### src/usc_pkg.sv
// Constants and types shared by the serial port status and control block
package usc_pkg;
    // Register indices; the byte address on the bus is four times the index
    localparam logic [9:0]  USC_IDX_MODE   = 10'h220;
    localparam logic [9:0]  USC_IDX_STAT   = 10'h222;
    localparam logic [9:0]  USC_IDX_TXD    = 10'h224;
    localparam logic [9:0]  USC_IDX_RXD    = 10'h226;
    localparam logic [9:0]  USC_IDX_BRG    = 10'h228;
    localparam logic [15:0] USC_MODE_RST   = 16'h0000;
    localparam logic [15:0] USC_STAT_RST   = 16'h0110;
    localparam logic [15:0] USC_BRG_RST    = 16'h0000;
    localparam logic [15:0] USC_MODE_WMASK = 16'hb4ff;
    // Mode register fields
    localparam int USC_M_ON    = 15;
    localparam int USC_M_INFRARED_CODEC_ENABLE  = 12;
    localparam int USC_M_BRGH  = 3;
    localparam int USC_M_PDS   = 1;
    localparam int USC_M_STSEL = 0;
    // Status and control register fields
    localparam int USC_S_TXI1  = 15;
    localparam int USC_S_INV   = 14;
    localparam int USC_S_TXI0  = 13;
    localparam int USC_S_BRK   = 11;
    localparam int USC_S_TXEN  = 10;
    localparam int USC_S_RXI   = 6;
    localparam int USC_S_ADDRESS_DETECT_ENABLE = 5;
    localparam int USC_S_OVERRUN_FLAG  = 1;
    // Buffer and bit timing
    localparam int          USC_DEPTH      = 4;
    localparam logic [2:0]  USC_CNT_FULL   = 3'd4;
    localparam logic [2:0]  USC_CNT_3Q     = 3'd3;
    localparam logic [3:0]  USC_LAST_STD   = 4'hf;
    localparam logic [3:0]  USC_LAST_HI    = 4'h3;
    localparam logic [3:0]  USC_HALF_STD   = 4'h7;
    localparam logic [3:0]  USC_HALF_HI    = 4'h1;
    localparam logic [3:0]  USC_IR_PULSE   = 4'h3;
    localparam logic [3:0]  USC_BREAK_BITS = 4'hc;
    localparam logic [3:0]  USC_BITS8      = 4'h8;
    localparam logic [3:0]  USC_BITS9      = 4'h9;
    // Encodings
    localparam logic [1:0]  USC_TXI_EACH   = 2'h0;
    localparam logic [1:0]  USC_TXI_DONE   = 2'h1;
    localparam logic [1:0]  USC_TXI_EMPTY  = 2'h2;
    localparam logic [1:0]  USC_RXI_3Q     = 2'h2;
    localparam logic [1:0]  USC_RXI_FULL   = 2'h3;
    localparam logic [1:0]  USC_PDS_EVEN   = 2'h1;
    localparam logic [1:0]  USC_PDS_ODD    = 2'h2;
    localparam logic [1:0]  USC_PDS_NINE   = 2'h3;
    typedef enum logic [2:0] {USC_IDLE, USC_START, USC_DATA, USC_PAR, USC_STOP} usc_st_t;
endpackage

### src/usc_uart_status_control.sv
// Serial port status and control logic with APB register access
//
// Local design decision: the APB register port.
`timescale 1ns/100ps
module usc_uart_status_control
    import usc_pkg::*;
(
    input  wire logic        pclk,
    input  wire logic        presetn,
    input  wire logic        ce,
    input  wire logic        psel,
    input  wire logic        penable,
    input  wire logic        pwrite,
    input  wire logic [11:0] paddr,
    input  wire logic [31:0] pwdata,
    output logic      [31:0] prdata,
    output logic             pready,
    output logic             pslverr,
    input  wire logic        serial_in,
    output logic             serial_out_pin,
    output logic             serial_out_pin_oe_n,
    output logic             tx_irq,
    output logic             rx_irq
);
    // ==========================================================
    // Register bus
    logic        pready_r, pslverr_r;
    logic [31:0] prdata_r;
    logic [15:0] mode_r, brg_r;
    logic [1:0]  tx_sel_r, rx_sel_r;
    logic        inv_r, brk_r, txen_r, address_detect_enable_r, overrun_flag_r;
    logic        tx_irq_r, rx_irq_r, pin_r, oe_n_r;

    // Answer one cycle into the access phase; the write lands one edge later, when ready is sampled
    wire       acc      = psel & penable & ~pready_r;
    wire       xfer     = psel & penable & pready_r;
    wire       wr       = xfer & pwrite;
    wire       rd       = xfer & ~pwrite;
    wire [9:0] idx      = paddr[11:2];
    wire       algn     = paddr[1:0] == 2'h0;
    wire       hit_mode = algn & (idx == USC_IDX_MODE);
    wire       hit_stat = algn & (idx == USC_IDX_STAT);
    wire       hit_txd  = algn & (idx == USC_IDX_TXD);
    wire       hit_rxd  = algn & (idx == USC_IDX_RXD);
    wire       hit_brg  = algn & (idx == USC_IDX_BRG);
    wire       hit      = hit_mode | hit_stat | hit_txd | hit_rxd | hit_brg;
    wire       wr_stat  = wr & hit_stat;

    wire       uart_on  = mode_r[USC_M_ON];
    wire       infrared_codec_enable     = mode_r[USC_M_INFRARED_CODEC_ENABLE];
    wire       brgh     = mode_r[USC_M_BRGH];
    wire [1:0] pds      = mode_r[USC_M_PDS +: 2];
    wire       nine     = pds == USC_PDS_NINE;
    wire       par_on   = (pds == USC_PDS_EVEN) | (pds == USC_PDS_ODD);
    wire       par_odd  = pds == USC_PDS_ODD;
    wire [3:0] bt_last  = brgh ? USC_LAST_HI : USC_LAST_STD;
    wire [3:0] bt_half  = brgh ? USC_HALF_HI : USC_HALF_STD;

    // ==========================================================
    // Baud tick
    logic [15:0] brg_cnt_r;
    wire         tick = uart_on & (brg_cnt_r == brg_r);

    always_ff @(posedge pclk or negedge presetn) begin
        if (!presetn) begin
            brg_cnt_r <= 16'h0;
        end else if (ce) begin
            brg_cnt_r <= (!uart_on || tick) ? 16'h0 : brg_cnt_r + 16'h1;
        end
    end

    // ==========================================================
    // Transmit buffer and shifter
    logic [8:0] tx_mem [USC_DEPTH];
    logic [1:0] tx_wp_r, tx_rp_r;
    logic [2:0] tx_cnt_r;
    usc_st_t    tx_st_r;
    logic [3:0] tx_ph_r, tx_bits_r;
    logic [8:0] tx_sh_r;
    logic       tx_par_r, tx_paren_r, tx_stop2_r, tx_isbrk_r;

    wire       tx_full  = tx_cnt_r == USC_CNT_FULL;
    wire       tx_push  = wr & hit_txd & txen_r & ~tx_full;
    wire       tx_load  = (tx_st_r == USC_IDLE) & (tx_cnt_r != 3'h0) & txen_r & uart_on;
    wire [8:0] tx_head  = tx_mem[tx_rp_r];
    wire       tx_end   = tick & (tx_ph_r == bt_last);
    wire       tx_fin   = tx_end & (tx_st_r == USC_STOP) & ~tx_stop2_r;
    wire       tx_all_empty     = (tx_st_r == USC_IDLE) & (tx_cnt_r == 3'h0);
    wire       tx_line  = (tx_st_r == USC_START) ? 1'b0 :
                          (tx_st_r == USC_DATA)  ? tx_sh_r[0] :
                          (tx_st_r == USC_PAR)   ? tx_par_r : 1'b1;
    // Zero bits become a short pulse against the idle level
    wire       ir_bit   = (!tx_line && tx_ph_r < USC_IR_PULSE) ? ~inv_r : inv_r;
    wire       pin_nxt  = infrared_codec_enable ? ir_bit : tx_line;
    wire       txi_nxt  = (tx_load & (tx_sel_r == USC_TXI_EACH)) |
                          (tx_load & (tx_sel_r == USC_TXI_EMPTY) & (tx_cnt_r == 3'h1) & ~tx_push) |
                          (tx_fin & (tx_sel_r == USC_TXI_DONE) & (tx_cnt_r == 3'h0));

    always_ff @(posedge pclk) begin
        if (ce && tx_push) begin
            tx_mem[tx_wp_r] <= pwdata[8:0];
        end
    end

    always_ff @(posedge pclk or negedge presetn) begin
        if (!presetn) begin
            tx_wp_r  <= 2'h0;
            tx_rp_r  <= 2'h0;
            tx_cnt_r <= 3'h0;
        end else if (ce) begin
            if (!txen_r) begin
                tx_wp_r  <= 2'h0;
                tx_rp_r  <= 2'h0;
                tx_cnt_r <= 3'h0;
            end else begin
                tx_wp_r  <= tx_wp_r + {1'b0, tx_push};
                tx_rp_r  <= tx_rp_r + {1'b0, tx_load};
                tx_cnt_r <= tx_cnt_r + {2'h0, tx_push} - {2'h0, tx_load};
            end
        end
    end

    always_ff @(posedge pclk or negedge presetn) begin
        if (!presetn) begin
            tx_st_r    <= USC_IDLE;
            tx_ph_r    <= 4'h0;
            tx_bits_r  <= 4'h0;
            tx_sh_r    <= 9'h0;
            tx_par_r   <= 1'b0;
            tx_paren_r <= 1'b0;
            tx_stop2_r <= 1'b0;
            tx_isbrk_r <= 1'b0;
        end else if (ce) begin
            if (!txen_r || !uart_on) begin
                tx_st_r <= USC_IDLE;
            end else if (tx_load) begin
                tx_st_r    <= USC_START;
                tx_ph_r    <= 4'h0;
                // A break ignores the loaded character and sends zeros
                tx_sh_r    <= brk_r ? 9'h0 : tx_head;
                tx_bits_r  <= brk_r ? USC_BREAK_BITS : (nine ? USC_BITS9 : USC_BITS8);
                tx_paren_r <= ~brk_r & par_on;
                tx_par_r   <= ^tx_head[7:0] ^ par_odd;
                tx_stop2_r <= mode_r[USC_M_STSEL];
                tx_isbrk_r <= brk_r;
            end else if (tick && tx_st_r != USC_IDLE) begin
                tx_ph_r <= tx_end ? 4'h0 : tx_ph_r + 4'h1;
                if (tx_end) begin
                    unique case (tx_st_r)
                        USC_START: tx_st_r <= USC_DATA;
                        USC_DATA: begin
                            tx_sh_r   <= {1'b0, tx_sh_r[8:1]};
                            tx_bits_r <= tx_bits_r - 4'h1;
                            if (tx_bits_r == 4'h1) begin
                                tx_st_r <= tx_paren_r ? USC_PAR : USC_STOP;
                            end
                        end
                        USC_PAR:  tx_st_r <= USC_STOP;
                        USC_STOP: begin
                            if (tx_stop2_r) begin
                                tx_stop2_r <= 1'b0;
                            end else begin
                                tx_st_r <= USC_IDLE;
                            end
                        end
                        default:  tx_st_r <= USC_IDLE;
                    endcase
                end
            end
        end
    end

    // ==========================================================
    // Receive shifter and buffer
    logic [10:0] rx_mem [USC_DEPTH];
    logic [1:0]  rx_wp_r, rx_rp_r;
    logic [2:0]  rx_cnt_r;
    usc_st_t     rx_st_r;
    logic [3:0]  rx_ph_r, rx_bits_r;
    logic [8:0]  rx_sh_r;
    logic        rx_pbad_r;

    wire        overrun_flag_clr  = wr_stat & ~pwdata[USC_S_OVERRUN_FLAG] & overrun_flag_r;
    wire        rx_end    = tick & (rx_ph_r == ((rx_st_r == USC_START) ? bt_half : bt_last));
    wire        rx_done   = rx_end & (rx_st_r == USC_STOP);
    wire [8:0]  rx_char   = nine ? rx_sh_r : {1'b0, rx_sh_r[8:1]};
    wire        rx_keep   = ~(address_detect_enable_r & nine & ~rx_char[8]);
    wire        rx_try    = rx_done & rx_keep & ~overrun_flag_clr;
    wire        rx_full   = rx_cnt_r == USC_CNT_FULL;
    wire        rx_ovf    = rx_try & rx_full;
    wire        rx_push   = rx_try & ~rx_full;
    wire        rx_avail  = rx_cnt_r != 3'h0;
    wire        rx_pop    = rd & hit_rxd & rx_avail;
    wire [10:0] rx_head   = rx_avail ? rx_mem[rx_rp_r] : 11'h0;
    wire [2:0]  rx_after  = rx_cnt_r + 3'h1;
    wire        rxi_nxt   = rx_push & (~rx_sel_r[1] |
                            ((rx_sel_r == USC_RXI_3Q) & (rx_after == USC_CNT_3Q)) |
                            ((rx_sel_r == USC_RXI_FULL) & (rx_after == USC_CNT_FULL)));

    always_ff @(posedge pclk) begin
        if (ce && rx_push) begin
            rx_mem[rx_wp_r] <= {~serial_in, rx_pbad_r, rx_char};
        end
    end

    always_ff @(posedge pclk or negedge presetn) begin
        if (!presetn) begin
            rx_wp_r  <= 2'h0;
            rx_rp_r  <= 2'h0;
            rx_cnt_r <= 3'h0;
        end else if (ce) begin
            if (overrun_flag_clr) begin
                rx_wp_r  <= 2'h0;
                rx_rp_r  <= 2'h0;
                rx_cnt_r <= 3'h0;
            end else begin
                rx_wp_r  <= rx_wp_r + {1'b0, rx_push};
                rx_rp_r  <= rx_rp_r + {1'b0, rx_pop};
                rx_cnt_r <= rx_cnt_r + {2'h0, rx_push} - {2'h0, rx_pop};
            end
        end
    end

    always_ff @(posedge pclk or negedge presetn) begin
        if (!presetn) begin
            rx_st_r   <= USC_IDLE;
            rx_ph_r   <= 4'h0;
            rx_bits_r <= 4'h0;
            rx_sh_r   <= 9'h0;
            rx_pbad_r <= 1'b0;
        end else if (ce) begin
            if (!uart_on || overrun_flag_clr) begin
                rx_st_r <= USC_IDLE;
            end else if (rx_st_r == USC_IDLE) begin
                if (!serial_in) begin
                    rx_st_r <= USC_START;
                    rx_ph_r <= 4'h0;
                end
            end else if (tick) begin
                rx_ph_r <= rx_end ? 4'h0 : rx_ph_r + 4'h1;
                if (rx_end) begin
                    unique case (rx_st_r)
                        USC_START: begin
                            // A start bit gone high by mid-bit was noise
                            rx_st_r   <= serial_in ? USC_IDLE : USC_DATA;
                            rx_bits_r <= nine ? USC_BITS9 : USC_BITS8;
                            rx_pbad_r <= 1'b0;
                        end
                        USC_DATA: begin
                            rx_sh_r   <= {serial_in, rx_sh_r[8:1]};
                            rx_bits_r <= rx_bits_r - 4'h1;
                            if (rx_bits_r == 4'h1) begin
                                rx_st_r <= par_on ? USC_PAR : USC_STOP;
                            end
                        end
                        USC_PAR: begin
                            rx_pbad_r <= ^rx_sh_r[8:1] ^ serial_in ^ par_odd;
                            rx_st_r   <= USC_STOP;
                        end
                        default: rx_st_r <= USC_IDLE;
                    endcase
                end
            end
        end
    end

    // ==========================================================
    // Control registers and read data
    wire [15:0] stat_rd = {tx_sel_r[1], inv_r, tx_sel_r[0], 1'b0, brk_r, txen_r,
                           tx_full, tx_all_empty, rx_sel_r, address_detect_enable_r, rx_st_r == USC_IDLE,
                           rx_head[9], rx_head[10], overrun_flag_r, rx_avail};
    wire [15:0] rd_mux  = hit_mode ? mode_r :
                          hit_stat ? stat_rd :
                          hit_rxd  ? {7'h0, rx_head[8:0]} :
                          hit_brg  ? brg_r : 16'h0;

    always_ff @(posedge pclk or negedge presetn) begin
        if (!presetn) begin
            pready_r  <= 1'b0;
            pslverr_r <= 1'b0;
            prdata_r  <= 32'h0;
        end else if (ce) begin
            pready_r  <= acc;
            pslverr_r <= acc & ~hit;
            if (acc && !pwrite) begin
                prdata_r <= {16'h0, rd_mux};
            end
        end
    end

    always_ff @(posedge pclk or negedge presetn) begin
        if (!presetn) begin
            mode_r   <= USC_MODE_RST;
            brg_r    <= USC_BRG_RST;
            tx_sel_r <= {USC_STAT_RST[USC_S_TXI1], USC_STAT_RST[USC_S_TXI0]};
            inv_r    <= USC_STAT_RST[USC_S_INV];
            brk_r    <= USC_STAT_RST[USC_S_BRK];
            txen_r   <= USC_STAT_RST[USC_S_TXEN];
            rx_sel_r <= USC_STAT_RST[USC_S_RXI +: 2];
            address_detect_enable_r  <= USC_STAT_RST[USC_S_ADDRESS_DETECT_ENABLE];
            overrun_flag_r   <= USC_STAT_RST[USC_S_OVERRUN_FLAG];
        end else if (ce) begin
            if (wr && hit_mode) begin
                mode_r <= pwdata[15:0] & USC_MODE_WMASK;
            end
            if (wr && hit_brg) begin
                brg_r <= pwdata[15:0];
            end
            if (wr_stat) begin
                tx_sel_r <= {pwdata[USC_S_TXI1], pwdata[USC_S_TXI0]};
                inv_r    <= pwdata[USC_S_INV];
                txen_r   <= pwdata[USC_S_TXEN];
                rx_sel_r <= pwdata[USC_S_RXI +: 2];
                address_detect_enable_r  <= pwdata[USC_S_ADDRESS_DETECT_ENABLE];
                brk_r    <= pwdata[USC_S_BRK];
            end else if (tx_fin && tx_isbrk_r) begin
                brk_r <= 1'b0;
            end
            // A new overflow in the clearing cycle is dropped, so the flag clears
            overrun_flag_r <= rx_ovf | (overrun_flag_r & ~overrun_flag_clr);
        end
    end

    // ==========================================================
    // Outputs
    always_ff @(posedge pclk or negedge presetn) begin
        if (!presetn) begin
            tx_irq_r <= 1'b0;
            rx_irq_r <= 1'b0;
            pin_r    <= 1'b1;
            oe_n_r   <= 1'b1;
        end else if (ce) begin
            tx_irq_r <= txi_nxt;
            rx_irq_r <= rxi_nxt;
            pin_r    <= pin_nxt;
            oe_n_r   <= ~(uart_on & txen_r);
        end
    end

    assign prdata              = prdata_r;
    assign pready              = pready_r;
    assign pslverr             = pslverr_r;
    assign tx_irq              = tx_irq_r;
    assign rx_irq              = rx_irq_r;
    assign serial_out_pin      = pin_r;
    assign serial_out_pin_oe_n = oe_n_r;
endmodule // usc_uart_status_control

### config.mk
export PLATFORM = sky130hd
export DESIGN_NAME = usc_uart_status_control
export DESIGN_NICKNAME = d
export VERILOG_FILES = /design/src/usc_pkg.sv /design/src/usc_uart_status_control.sv
export SDC_FILE = /design/constraint.sdc
export NUM_CORES = 1
export LEC_CHECK = 0
export BUFFER_PORTS_ARGS = -buffer_cell sky130_fd_sc_hd__buf_2
export CORE_MARGIN = 5
export CORE_UTILIZATION = 48
export CTS_BUF_LIST = sky130_fd_sc_hd__clkbuf_16
export CTS_CLUSTER_SIZE = 14
export DETAILED_ROUTE_END_ITERATION = 10
export PLACE_DENSITY = 0.69
export SYNTH_ARGS = -nofsm -noshare
export SYNTH_HDL_FRONTEND = slang
export SYNTH_SLANG_ARGS = --single-unit
### constraint.sdc
create_clock -name pclk -period 3.6 [get_ports pclk]
set_clock_uncertainty 0.15 [all_clocks]
set_input_delay 0.36 -clock pclk [delete_from_list [all_inputs] [get_ports pclk]]
set_output_delay 0.36 -clock pclk [all_outputs]
set_load 0.005 [all_outputs]
==> flow_metrics.py, run 1 <==
metrics = {
    "synth": {
        "synth.top_cell.area_share_pct": 32.0,
        "synthCells": 868,
        "synth_area_mm2": 0.0103,
        "seq_area_frac_synth_pct": 55.7,
        "syn_area_per_cell_um2": 11.9,
        "ys_ff_latch": 214,
        "synth_mux_area_share_pct": 11.8,
        "synth_top_family_by_area": "simple AND/OR/NAND/NOR gates",
        "synth.distinct_cells": 74,
        "yosysTopAreaCell": "dfrtp_1",
        "synth_edf_count": 80,
        "synth_compound_area_share_pct": 8.47,
        "async_flop_share_pct": 62.6,
        "synth.most_common_cell": "dfrtp_1",
        "yosys.area_share.simple_pct": 13.2,
        "ys_top_cells_by_count": "dfrtp_1 (132), edfxtp_1 (80), nand2_1 (73), nor2_1 (56), o21ai_0 (51)",
        "ys_warn_count": 0,
        "netlist_top_cells_area": "dfrtp_1 (32%), edfxtp_1 (23%), mux2_2 (5.2%)",
        "synthAdderAreaFrac_pct": 2.45,
        "ys.flop_type": "dfrtp_1",
        "synthXorXnorAreaFrac_pct": 4.41,
    },
    "global_route": {
        "grt_pass1_wl_um": 38400,
        "grt_start_max_net_pins": 78,
        "antenna_found_initial": 0,
        "grt_pass1_vias": 6953,
        "grtUsageTotal_pct": 19.7,
        "overflow": 0,
    },
    "worst_setup_path": {
        "reg2reg_slack_ns": 0.28,
        "critPathLaunchType": "flip-flop",
        "rr_worst_depth": 14,
        "crit_chain": "xor2_1, nor4_1, nand4_1, a211oi_2, nand3_1, ha_1, inv_1, ha_1, inv_1, fa_2, xor2_1, o21ai_1, nand2_1, o21ai_0",
        "worstPathArrival_ns": 3.56,
        "cp-end-kind": "flip-flop",
        "critPathMaxStageDelay_ns": 0.42,
        "startpoint": "brg_cnt_r[13]",
        "crit_fanout": 3,
        "r2r_end": "rx_cnt_r[2]",
        "cp.required_ns": 3.83,
        "crit_buf_inv": 2,
        "critical_path.top_delay_family": "simple AND/OR/NAND/NOR gates",
        "worst-path-stages": 14,
        "cp_slowest_cell": "dfrtp_1",
        "criticalPathCategory": "flip-flop to flip-flop",
        "r2r_start": "brg_cnt_r[13]",
    },
    "final_layout": {
        "multi_input_area_mm2": 0.00426,
        "syn_to_final_growth_pct": 15.3,
        "layout-drive-gt1-share_pct": 21.7,
        "nets": 1036,
        "fillers": 1799,
        "antennaDiodeCount": 0,
        "seqCellArea_mm2": 0.00576,
        "utilization_pct": 56.5,
    },
    "routing": {
        "ant_nets": 0,
        "vias_per_cell": 5.52,
        "drt-met1-wl_um": 10500,
        "wl_per_cell_um": 18.9,
        "dr.max_layer_used": "met4",
        "met2_length_um": 11000,
        "wirelength_um": 23800,
        "route.detailed.drc": 0,
        "drt_first_pass_iters": 4,
        "vias": 6941,
        "drt-initial-drc-count": 473,
        "wl_met3_um": 1400,
    },
    "clock_tree": {
        "cts_made_buffers": 23,
        "clk_pin_slew_ns": 0.06,
        "insertion_delay_ns": 0.51,
        "cts_root_buf": "clkbuf_16",
        "clock_sinks": 214,
        "clock_tree.buffer_depth": 3,
        "cts_max_level": 1,
        "cts_tree": "done",
        "cts_resized": 0,
        "holdBufCountCts": 16,
        "postCtsSetupRepairBufs": 0,
    },
    "sta": {
        "fmax_ghz": 0.301,
        "setup-tns-final_ns": 0,
        "min_period_over_period_pct": 92.3,
        "slew_viol_final": 0,
        "rsz0062_at_grt": "false",
        "slew_headroom_pct": 31.5,
        "hold_viol": 0,
        "setup_viol": 0,
        "min_period_ns": 3.32,
        "worst_pin_slew_ns": 1.03,
    },
    "floorplan": {
        "start_util_pct": 49.0,
        "row_count": 53,
        "io_pins": 89,
        "core-area_mm2": 0.0211,
        "die_w_um": 157,
        "die_area_mm2": 0.0246,
        "chipHeight_um": 157,
    },
    "place": {
        "place.detailed.hpwl_um": 16900,
        "numPortBuffers": 56,
        "gp_congestion": 0.868,
    },
    "power": {
        "p_per_area_mw_per_mm2": 405,
        "power.total_mw": 4.83,
        "leakagePower_nw": 5.32,
        "peakVddDrop_uv": 301,
    },
    "status": {
        "status": "completed",
    },
    "min_path": {
        "hold_end": "pready",
        "hold_depth": 3,
        "hold_start": "penable",
        "hp-class": "input pin to flip-flop",
    },
    "run": {
        "max_cap_violations": 0,
    },
}
[layout make-up]
type	instances	area share [%]
timing repair buffer	111	6.31
clock inverter	19	0.808
sequential	214	48.3
clock buffer	23	4.83
multi-input combinational	581	35.7
tap	275	2.89
inverter	35	1.10
[kinds of logic (layout without fill, tap and decap cells)]
family,count (synthesis),after routing
AO/OA/AOI/OAI,140,140
multiplexers,90,90
adder cells (fa/ha/maj),19,19
other,1,16
buffers and inverters,88,188
XOR/XNOR,52,52
AND/OR/NAND/NOR,264,264
flip-flops,214,214
[worst reg2reg max path, cell delays in order, from the launching register on]
cell,delay [ns]
dfrtp_1,0.42
xor2_1,0.18
nor4_1,0.42
nand4_1,0.32
a211oi_2,0.32
nand3_1,0.13
ha_1,0.29
inv_1,0.06
ha_1,0.13
inv_1,0.05
fa_2,0.33
xor2_1,0.18
o21ai_1,0.08
nand2_1,0.08
o21ai_0,0.07
[per-layer routing]
| layer | track usage [%] | up-vias |
|---|---|---|
| li1 | - | 3314 |
| met1 | 28.0 | 3381 |
| met2 | 31.3 | 196 |
| met3 | 3.15 | 50 |
| met4 | 6.28 | 0 |
| met5 | 0 | - |
[through the flow]
step	cell area [um^2]	hold WS (ns)	instances	setup WS, ns
detailed placement	11100	0.294	1200	0.0527
CTS	11900	0.00265	1258	0.251
floorplan	10400	-0.0856	883	-0.0506
global placement	11100	0.298	1200	0.0654
global route	11900	0.0224	1258	0.0138
finish	11900	0.0416	1258	0.277
[power by group]
part	internal, mW	total [mW]	switching (mW)
clock network	1.16	2.12	0.957
registers	2.53	2.55	0.0151
logic	0.0555	0.164	0.109
[flip-flops by register name, summed over array words and instances, names as in the netlist, 3 cells and up]
signal / count
rx_sh_r: 9
prdata: 16
brg_r: 16
tx_sh_r: 9
rx_bits_r: 4
tx_st_r: 3
rx_st_r: 3
mode_r: 12
tx_mem: 36
rx_cnt_r: 3
tx_cnt_r: 3
tx_ph_r: 4
brg_cnt_r: 16
rx_ph_r: 4
rx_mem: 44
tx_bits_r: 4
[layout by cell type, fill, tap and decap left out, drive strengths merged, types with 17 or more instances in the layout]
cell type  synthesis  routed
a21oi             34      34
and3              21      21
buf               21      95
clkbuf            32      23
dfrtp            132     132
edfxtp            80      80
ha                17      17
inv               34      41
mux2              57      57
mux4              20      20
nand2             73      73
nand3             32      32
nor2              58      58
o21ai             52      52
xnor2             21      21
xor2              31      31
[worst max-delay path by stage]
| stage | endpoint | slack (ns) |
|---|---|---|
| 2_1_floorplan | rx_cnt_r[2] | -0.05 |
| 3_3_place_gp | rx_cnt_r[2] | 0.07 |
| 3_5_place_dp | rx_cnt_r[2] | 0.05 |
| 4_1_cts | rx_cnt_r[2] | 0.25 |
| 5_1_grt | rx_cnt_r[2] | 0.01 |
| 6_report | rx_cnt_r[2] | 0.28 |
Power figures use the tool's default switching activity.
==> run 2, diff against run 1 <==
--- a/config.mk
+++ b/config.mk
@@ -10,5 +10,4 @@
 export CORE_UTILIZATION = 48
 export CTS_BUF_LIST = sky130_fd_sc_hd__clkbuf_16
-export CTS_CLUSTER_SIZE = 14
 export DETAILED_ROUTE_END_ITERATION = 10
 export PLACE_DENSITY = 0.69
==> constraint.sdc (replaced) <==
create_clock -name pclk -period 3.6 [get_ports pclk]
set_clock_uncertainty 0.15 [all_clocks]
set_input_delay 0.18 -clock pclk [delete_from_list [all_inputs] [get_ports pclk]]
set_output_delay 0.18 -clock pclk [all_outputs]
set_load 0.005 [all_outputs]
==> run 2 against run 1 <==
  * Routed wire length down 0.48%
  * Sequential share of layout area down 0.40 points
  * Worst hold slack better by 0.031 ns
  * Combinational power about the same
  * Via count up 1.7%
  * Utilization up 0.47 points
  * Worst setup slack better by 0.0056 ns
  * Global-route usage up 0.051 points
  * Fmax up 0.17%
  * Power up 3.5%
  * Sequential power about the same
  * Register-to-register slack about the same
  * Critical endpoint unchanged
  * Largest cell class unchanged
==> flow_metrics.py, run 2 (synthesized netlist as in run 1, its figures left out) <==
metrics = {
    "routing": {
        "wl_per_cell_um": 18.7,
        "route.detailed.drc": 0,
        "wirelength_um": 23700,
        "ant_nets": 0,
        "drt-initial-drc-count": 540,
        "drt_first_pass_iters": 5,
        "vias": 7062,
        "vias_per_cell": 5.58,
    },
    "worst_setup_path": {
        "cp.required_ns": 3.83,
        "critical_path.top_delay_family": "simple AND/OR/NAND/NOR gates",
        "reg2reg_slack_ns": 0.28,
        "worstPathArrival_ns": 3.55,
        "critPathLaunchType": "flip-flop",
        "worst-path-stages": 14,
        "cp-end-kind": "flip-flop",
        "crit_chain": "nor3b_2, xnor2_1, or4b_1, a211oi_2, nand3_1, ha_1, inv_1, ha_1, inv_1, fa_1, xor2_1, o21ai_0, nand2_1, o21ai_0",
        "critPathMaxStageDelay_ns": 0.51,
        "criticalPathCategory": "flip-flop to flip-flop",
        "cp_slowest_cell": "or4b_1",
        "crit_buf_inv": 2,
        "rr_worst_depth": 14,
        "crit_fanout": 7,
    },
    "sta": {
        "min_period_ns": 3.32,
        "setup_viol": 0,
        "slew_headroom_pct": 34.4,
        "hold_viol": 0,
        "rsz0062_at_grt": "false",
        "min_period_over_period_pct": 92.2,
        "worst_pin_slew_ns": 0.984,
        "setup-tns-final_ns": 0,
        "hold_ws_ns": 0.0724,
        "fmax_ghz": 0.301,
        "slew_viol_final": 0,
    },
    "status": {
        "status": "completed",
    },
    "global_route": {
        "busiest_layer": "met2",
        "gr-usage-met1_pct": 27.1,
        "grt_pass1_wl_um": 38900,
        "grt_start_max_net_pins": 93,
        "antenna_found_initial": 0,
        "grtUsageTotal_pct": 19.8,
        "overflow": 0,
        "use_met3_pct": 3.24,
        "use_met2_pct": 32.5,
        "grt_pass1_vias": 7232,
    },
    "floorplan": {
        "die_area_mm2": 0.0246,
        "io_pins": 89,
        "core-area_mm2": 0.0211,
        "die_w_um": 157,
        "start_util_pct": 49.0,
        "row_count": 53,
        "chipHeight_um": 157,
    },
    "min_path": {
        "hold_depth": 5,
        "hp-class": "input pin to flip-flop",
    },
    "final_layout": {
        "reg.largest.list": "rx_mem (44), tx_mem (36)",
        "nets": 1042,
        "post-route-cell-area_mm2": 0.0120,
        "layout-drive-gt1-share_pct": 21.6,
        "antennaDiodeCount": 0,
        "syn_to_final_growth_pct": 16.3,
        "final_common_cell": "dfrtp_1",
        "final_cell_mix": "dfrtp_1 (132), edfxtp_1 (80), nand2_1 (73)",
        "largest_reg_flops": 44,
        "regMostFlops": "rx_mem",
    },
    "clock_tree": {
        "holdBufCountCts": 21,
        "cts_made_buffers": 24,
        "cts_tree": "done",
        "cts_root_buf": "clkbuf_16",
        "cts_max_level": 1,
        "postCtsSetupRepairBufs": 0,
        "clock_sinks": 214,
        "clk_pin_slew_ns": 0.06,
        "clock_tree.buffer_depth": 3,
        "cts_resized": 0,
        "insertion_delay_ns": 0.51,
    },
    "power": {
        "power.total_mw": 5.00,
        "p_per_area_mw_per_mm2": 416,
        "leakagePower_nw": 5.38,
        "peakVddDrop_uv": 355,
    },
    "place": {
        "place.detailed.hpwl_um": 16500,
        "place_area_mm2": 0.0111,
        "numPortBuffers": 56,
        "gp_congestion": 0.833,
    },
    "run": {
        "max_cap_violations": 0,
    },
}
-- run 2: changes by cell type in the layout (fill, tap and decap cells not counted), moves of 2 or more --
cell | previous run | this run
inv_1 | 40 | 38
dlygate4sd3_1 | 16 | 21
clkinv_2 | 3 | 8
clkbuf_16 | 23 | 25
clkinvlp_4 | 3 | 0
-- run 2: report_power, final --
| part | total (mW) | internal (mW) | switching, mW |
|---|---|---|---|
| Combinational | 0.167 | 0.0582 | 0.109 |
| Clock | 2.29 | 1.32 | 0.963 |
| Sequential | 2.55 | 2.53 | 0.0152 |
| Total | 5.00 | 3.91 | 1.09 |
-- run 2: worst paths after layout --
| path | startpoint | end |
|---|---|---|
| setup / recovery | rx_st_r[2] | rx_cnt_r[2] |
| hold / removal | pwrite | rx_rp_r[1] |
| setup reg to reg | rx_st_r[2] | rx_cnt_r[2] |
| hold reg to reg | prdata[12] | prdata[12] |
| max in group asynchronous | presetn | rx_sh_r[8] |
| min in group asynchronous | presetn | prdata[14] |
-- run 2: routing by layer --
metal  share of wire (%)  routed length [um]  vias to the layer above
li1                    -                   -                     3330
met1                  44               10400                     3486
met2                  49               11500                      200
met3                 4.9                1150                       46
met4                 2.8                 652                        0
met5                   0                   0                        -
-- run 2: worst min-delay path, stage by stage --
cell     delay [ns]
buf_2          0.11
nor3_1         0.09
ha_1           0.19
nand2_1        0.05
o21ai_0        0.06
-- run 2: area by class of cell --
type / count / area, um^2
clock buffers: 25 / 626
clock inverters: 19 / 113
fillers: 1758 / 9070
inverters: 35 / 131
multi-input cells: 581 / 4240
flip-flops and latches: 214 / 5760
well taps: 275 / 344
repair buffers: 116 / 802
-- run 2: through the flow --
step	util [%]	std cells	setup slack [ns]
floorplan	-	883	0.0959
global placement	52.5	1200	0.173
detailed placement	52.5	1200	0.158
CTS	57.0	1265	0.280
global route	57.0	1265	0.0644
finish	57.0	1265	0.283
==> run 3, diff against run 2 <==
- CORE_UTILIZATION: 48 -> 54
- GPL_ROUTABILITY_DRIVEN: default -> 0
- HOLD_SLACK_MARGIN: default -> 0.03
- PLACE_DENSITY: 0.69 -> 0.76
==> run 3 against run 2 <==
  * First-iteration DRC count is 3.7% higher
  * Register-to-register slack worse by 0.09 ns
  * Routed wire length rose by 3.7%
  * Fmax is 2.7% lower
  * Critical path depth rose by 1
  * Count of clock-buffer cells in the layout decreased by 2
  * Power up 4.3%
  * Die area fell by 10%
  * Global-route usage is 3.0 points higher
  * Sequential share of layout area down 0.11 points
  * Final cell count shrank 3.5%
  * Highest routed layer unchanged
==> flow_metrics.py, run 3 (synthesized netlist as in run 1, its figures left out) <==
metrics = {
    "status": {
        "status": "completed",
    },
    "run": {
        "max_cap_violations": 0,
    },
    "sta": {
        "setup-tns-final_ns": 0,
        "slew_headroom_pct": 30.8,
        "setup_slack_ns": 0.190,
        "min_period_over_period_pct": 94.7,
        "worst_pin_slew_ns": 1.04,
        "hold_viol": 0,
        "setup_viol": 0,
        "slew_viol_final": 0,
        "min_period_ns": 3.41,
        "fmax_ghz": 0.293,
        "rsz0062_at_grt": "false",
    },
    "routing": {
        "route.detailed.drc": 0,
        "wirelength_um": 24500,
        "vias_per_cell": 5.90,
        "wl_per_cell_um": 20.1,
        "drt-initial-drc-count": 560,
        "drt_first_pass_iters": 5,
        "vias": 7205,
        "ant_nets": 0,
    },
    "worst_setup_path": {
        "worstPathArrival_ns": 3.64,
        "cp.required_ns": 3.83,
        "cp_slowest_cell": "dfrtp_1",
        "cp-end-kind": "flip-flop",
        "crit_buf_inv": 3,
        "crit_fanout": 3,
        "crit_chain": "xor2_1, nor4_1, buf_4, nand4_1, a211oi_2, nand3_1, ha_1, inv_1, ha_1, inv_1, fa_1, xor2_1, o21ai_0, nand2_1, o21ai_0",
        "critical_path.top_delay_family": "adder cells",
        "criticalPathCategory": "flip-flop to flip-flop",
        "critPathMaxStageDelay_ns": 0.41,
        "critPathLaunchType": "flip-flop",
    },
    "clock_tree": {
        "cts_resized": 0,
        "cts_root_buf": "clkbuf_16",
        "clock_sinks": 214,
        "clock_tree.buffer_depth": 3,
        "cts_made_buffers": 22,
        "cts_max_level": 1,
        "clk_pin_slew_ns": 0.06,
        "insertion_delay_ns": 0.50,
        "cts_tree": "done",
    },
    "global_route": {
        "overflow": 0,
        "antenna_found_initial": 0,
        "grt_pass1_vias": 7265,
        "grt_start_max_net_pins": 92,
        "grt_pass1_wl_um": 39600,
        "grtUsageTotal_pct": 22.7,
    },
    "final_layout": {
        "antennaDiodeCount": 0,
        "final_cell_mix": "dfrtp_1 (132), edfxtp_1 (80), nand2_1 (73)",
        "nets": 1041,
        "seqCellArea_mm2": 0.00576,
        "largest_reg_flops": 44,
        "syn_to_final_growth_pct": 16.6,
        "multi_input_area_mm2": 0.00425,
        "final_common_cell": "dfrtp_1",
        "regMostFlops": "rx_mem",
        "layout-drive-gt1-share_pct": 21.4,
        "post-route-cell-area_mm2": 0.0120,
        "reg.largest.list": "rx_mem (44), tx_mem (36)",
        "fillers": 1405,
        "utilization_pct": 64.2,
    },
    "power": {
        "p_sw_mw": 1.04,
        "peakVddDrop_uv": 462,
        "power.total_mw": 5.22,
        "leakagePower_nw": 5.41,
        "pwr-share-clk_pct": 47.9,
        "p_sw_share_pct": 20.0,
        "p_per_area_mw_per_mm2": 433,
        "seqPwrFrac_pct": 48.8,
        "internal_power_mw": 4.17,
        "power_frac_comb_pct": 3.2,
    },
    "floorplan": {
        "die_w_um": 148,
        "core-area_mm2": 0.0188,
        "chipHeight_um": 148,
        "io_pins": 89,
        "die_area_mm2": 0.0220,
        "start_util_pct": 55.0,
        "row_count": 50,
    },
    "place": {
        "place.detailed.hpwl_um": 16800,
        "place_area_mm2": 0.0110,
        "numPortBuffers": 56,
        "dp_slack_ns": 0.0837,
    },
    "min_path": {
        "hp-class": "input pin to flip-flop",
    },
}
run 3: cell types whose count changed in the layout (fill, tap and decap cells not counted), sizes merged:
cell | before | now
bufinv | 1 | 6
clkbuf | 25 | 23
clkinv | 15 | 7
dlygate4sd3 | 21 | 22
inv | 38 | 39
run 3: through the flow:
stage | std cells | hold slack [ns]
global placement | 1159 | 0.163
detailed placement | 1159 | 0.169
finish | 1221 | 0.0814
CTS | 1221 | 0.0644
floorplan | 883 | -0.266
global route | 1221 | 0.106
run 3: final cells by class:
cell class              instances  share of cell area, %
clock inverters                17                   1.86
repair buffers                117                   6.74
clock buffers                  23                   4.78
flip-flops and latches        214                   47.8
well taps                     234                   2.43
inverters                      35                   1.09
multi-input cells             581                   35.3
run 3: path summary, 6_finish.rpt:
check,to,cells after the start,startpoint,slack (ns)
worst max-delay path,rx_cnt_r[2],15,brg_cnt_r[13],0.19
worst min-delay path,rx_rp_r[1],5,pwrite,0.08
worst max register to register,rx_cnt_r[2],15,brg_cnt_r[13],0.19
worst min register to register,prdata[9],2,prdata[9],0.32
max in group asynchronous,pslverr,3,presetn,2.41
min in group asynchronous,prdata[12],2,presetn,0.14
run 3: repair_timing:
| item | in CTS | in global routing |
|---|---|---|
| setup buffers | 0 | 0 |
| setup endpoints to repair | 0 | 0 |
| hold endpoints to repair | 169 | 0 |
| hold buffers | 22 | 0 |
run 3: metal layers:
layer  vias up  track usage [%]  wire length [um]
met5         -                0                 0
met4         0             7.30               770
met3        50             4.02              1740
met2       276             36.9             11800
met1      3551             31.5             10200
li1       3328                -                 -
run 3: power groups by stage:
stage,Combinational [mW],Clock (mW),Sequential (mW)
floorplan,0.0712,0,2.59
detailed placement,0.148,0,2.59
finish,0.169,2.50,2.55
CTS,0.168,2.54,2.55
global route,0.188,2.67,2.55
global placement,0.145,0,2.59
run 3: tightest hold or removal path: stages:
cell and delay, ns:
buf_2 0.11, nor3_1 0.08, ha_1 0.20, nand2_1 0.06, o21ai_0 0.07
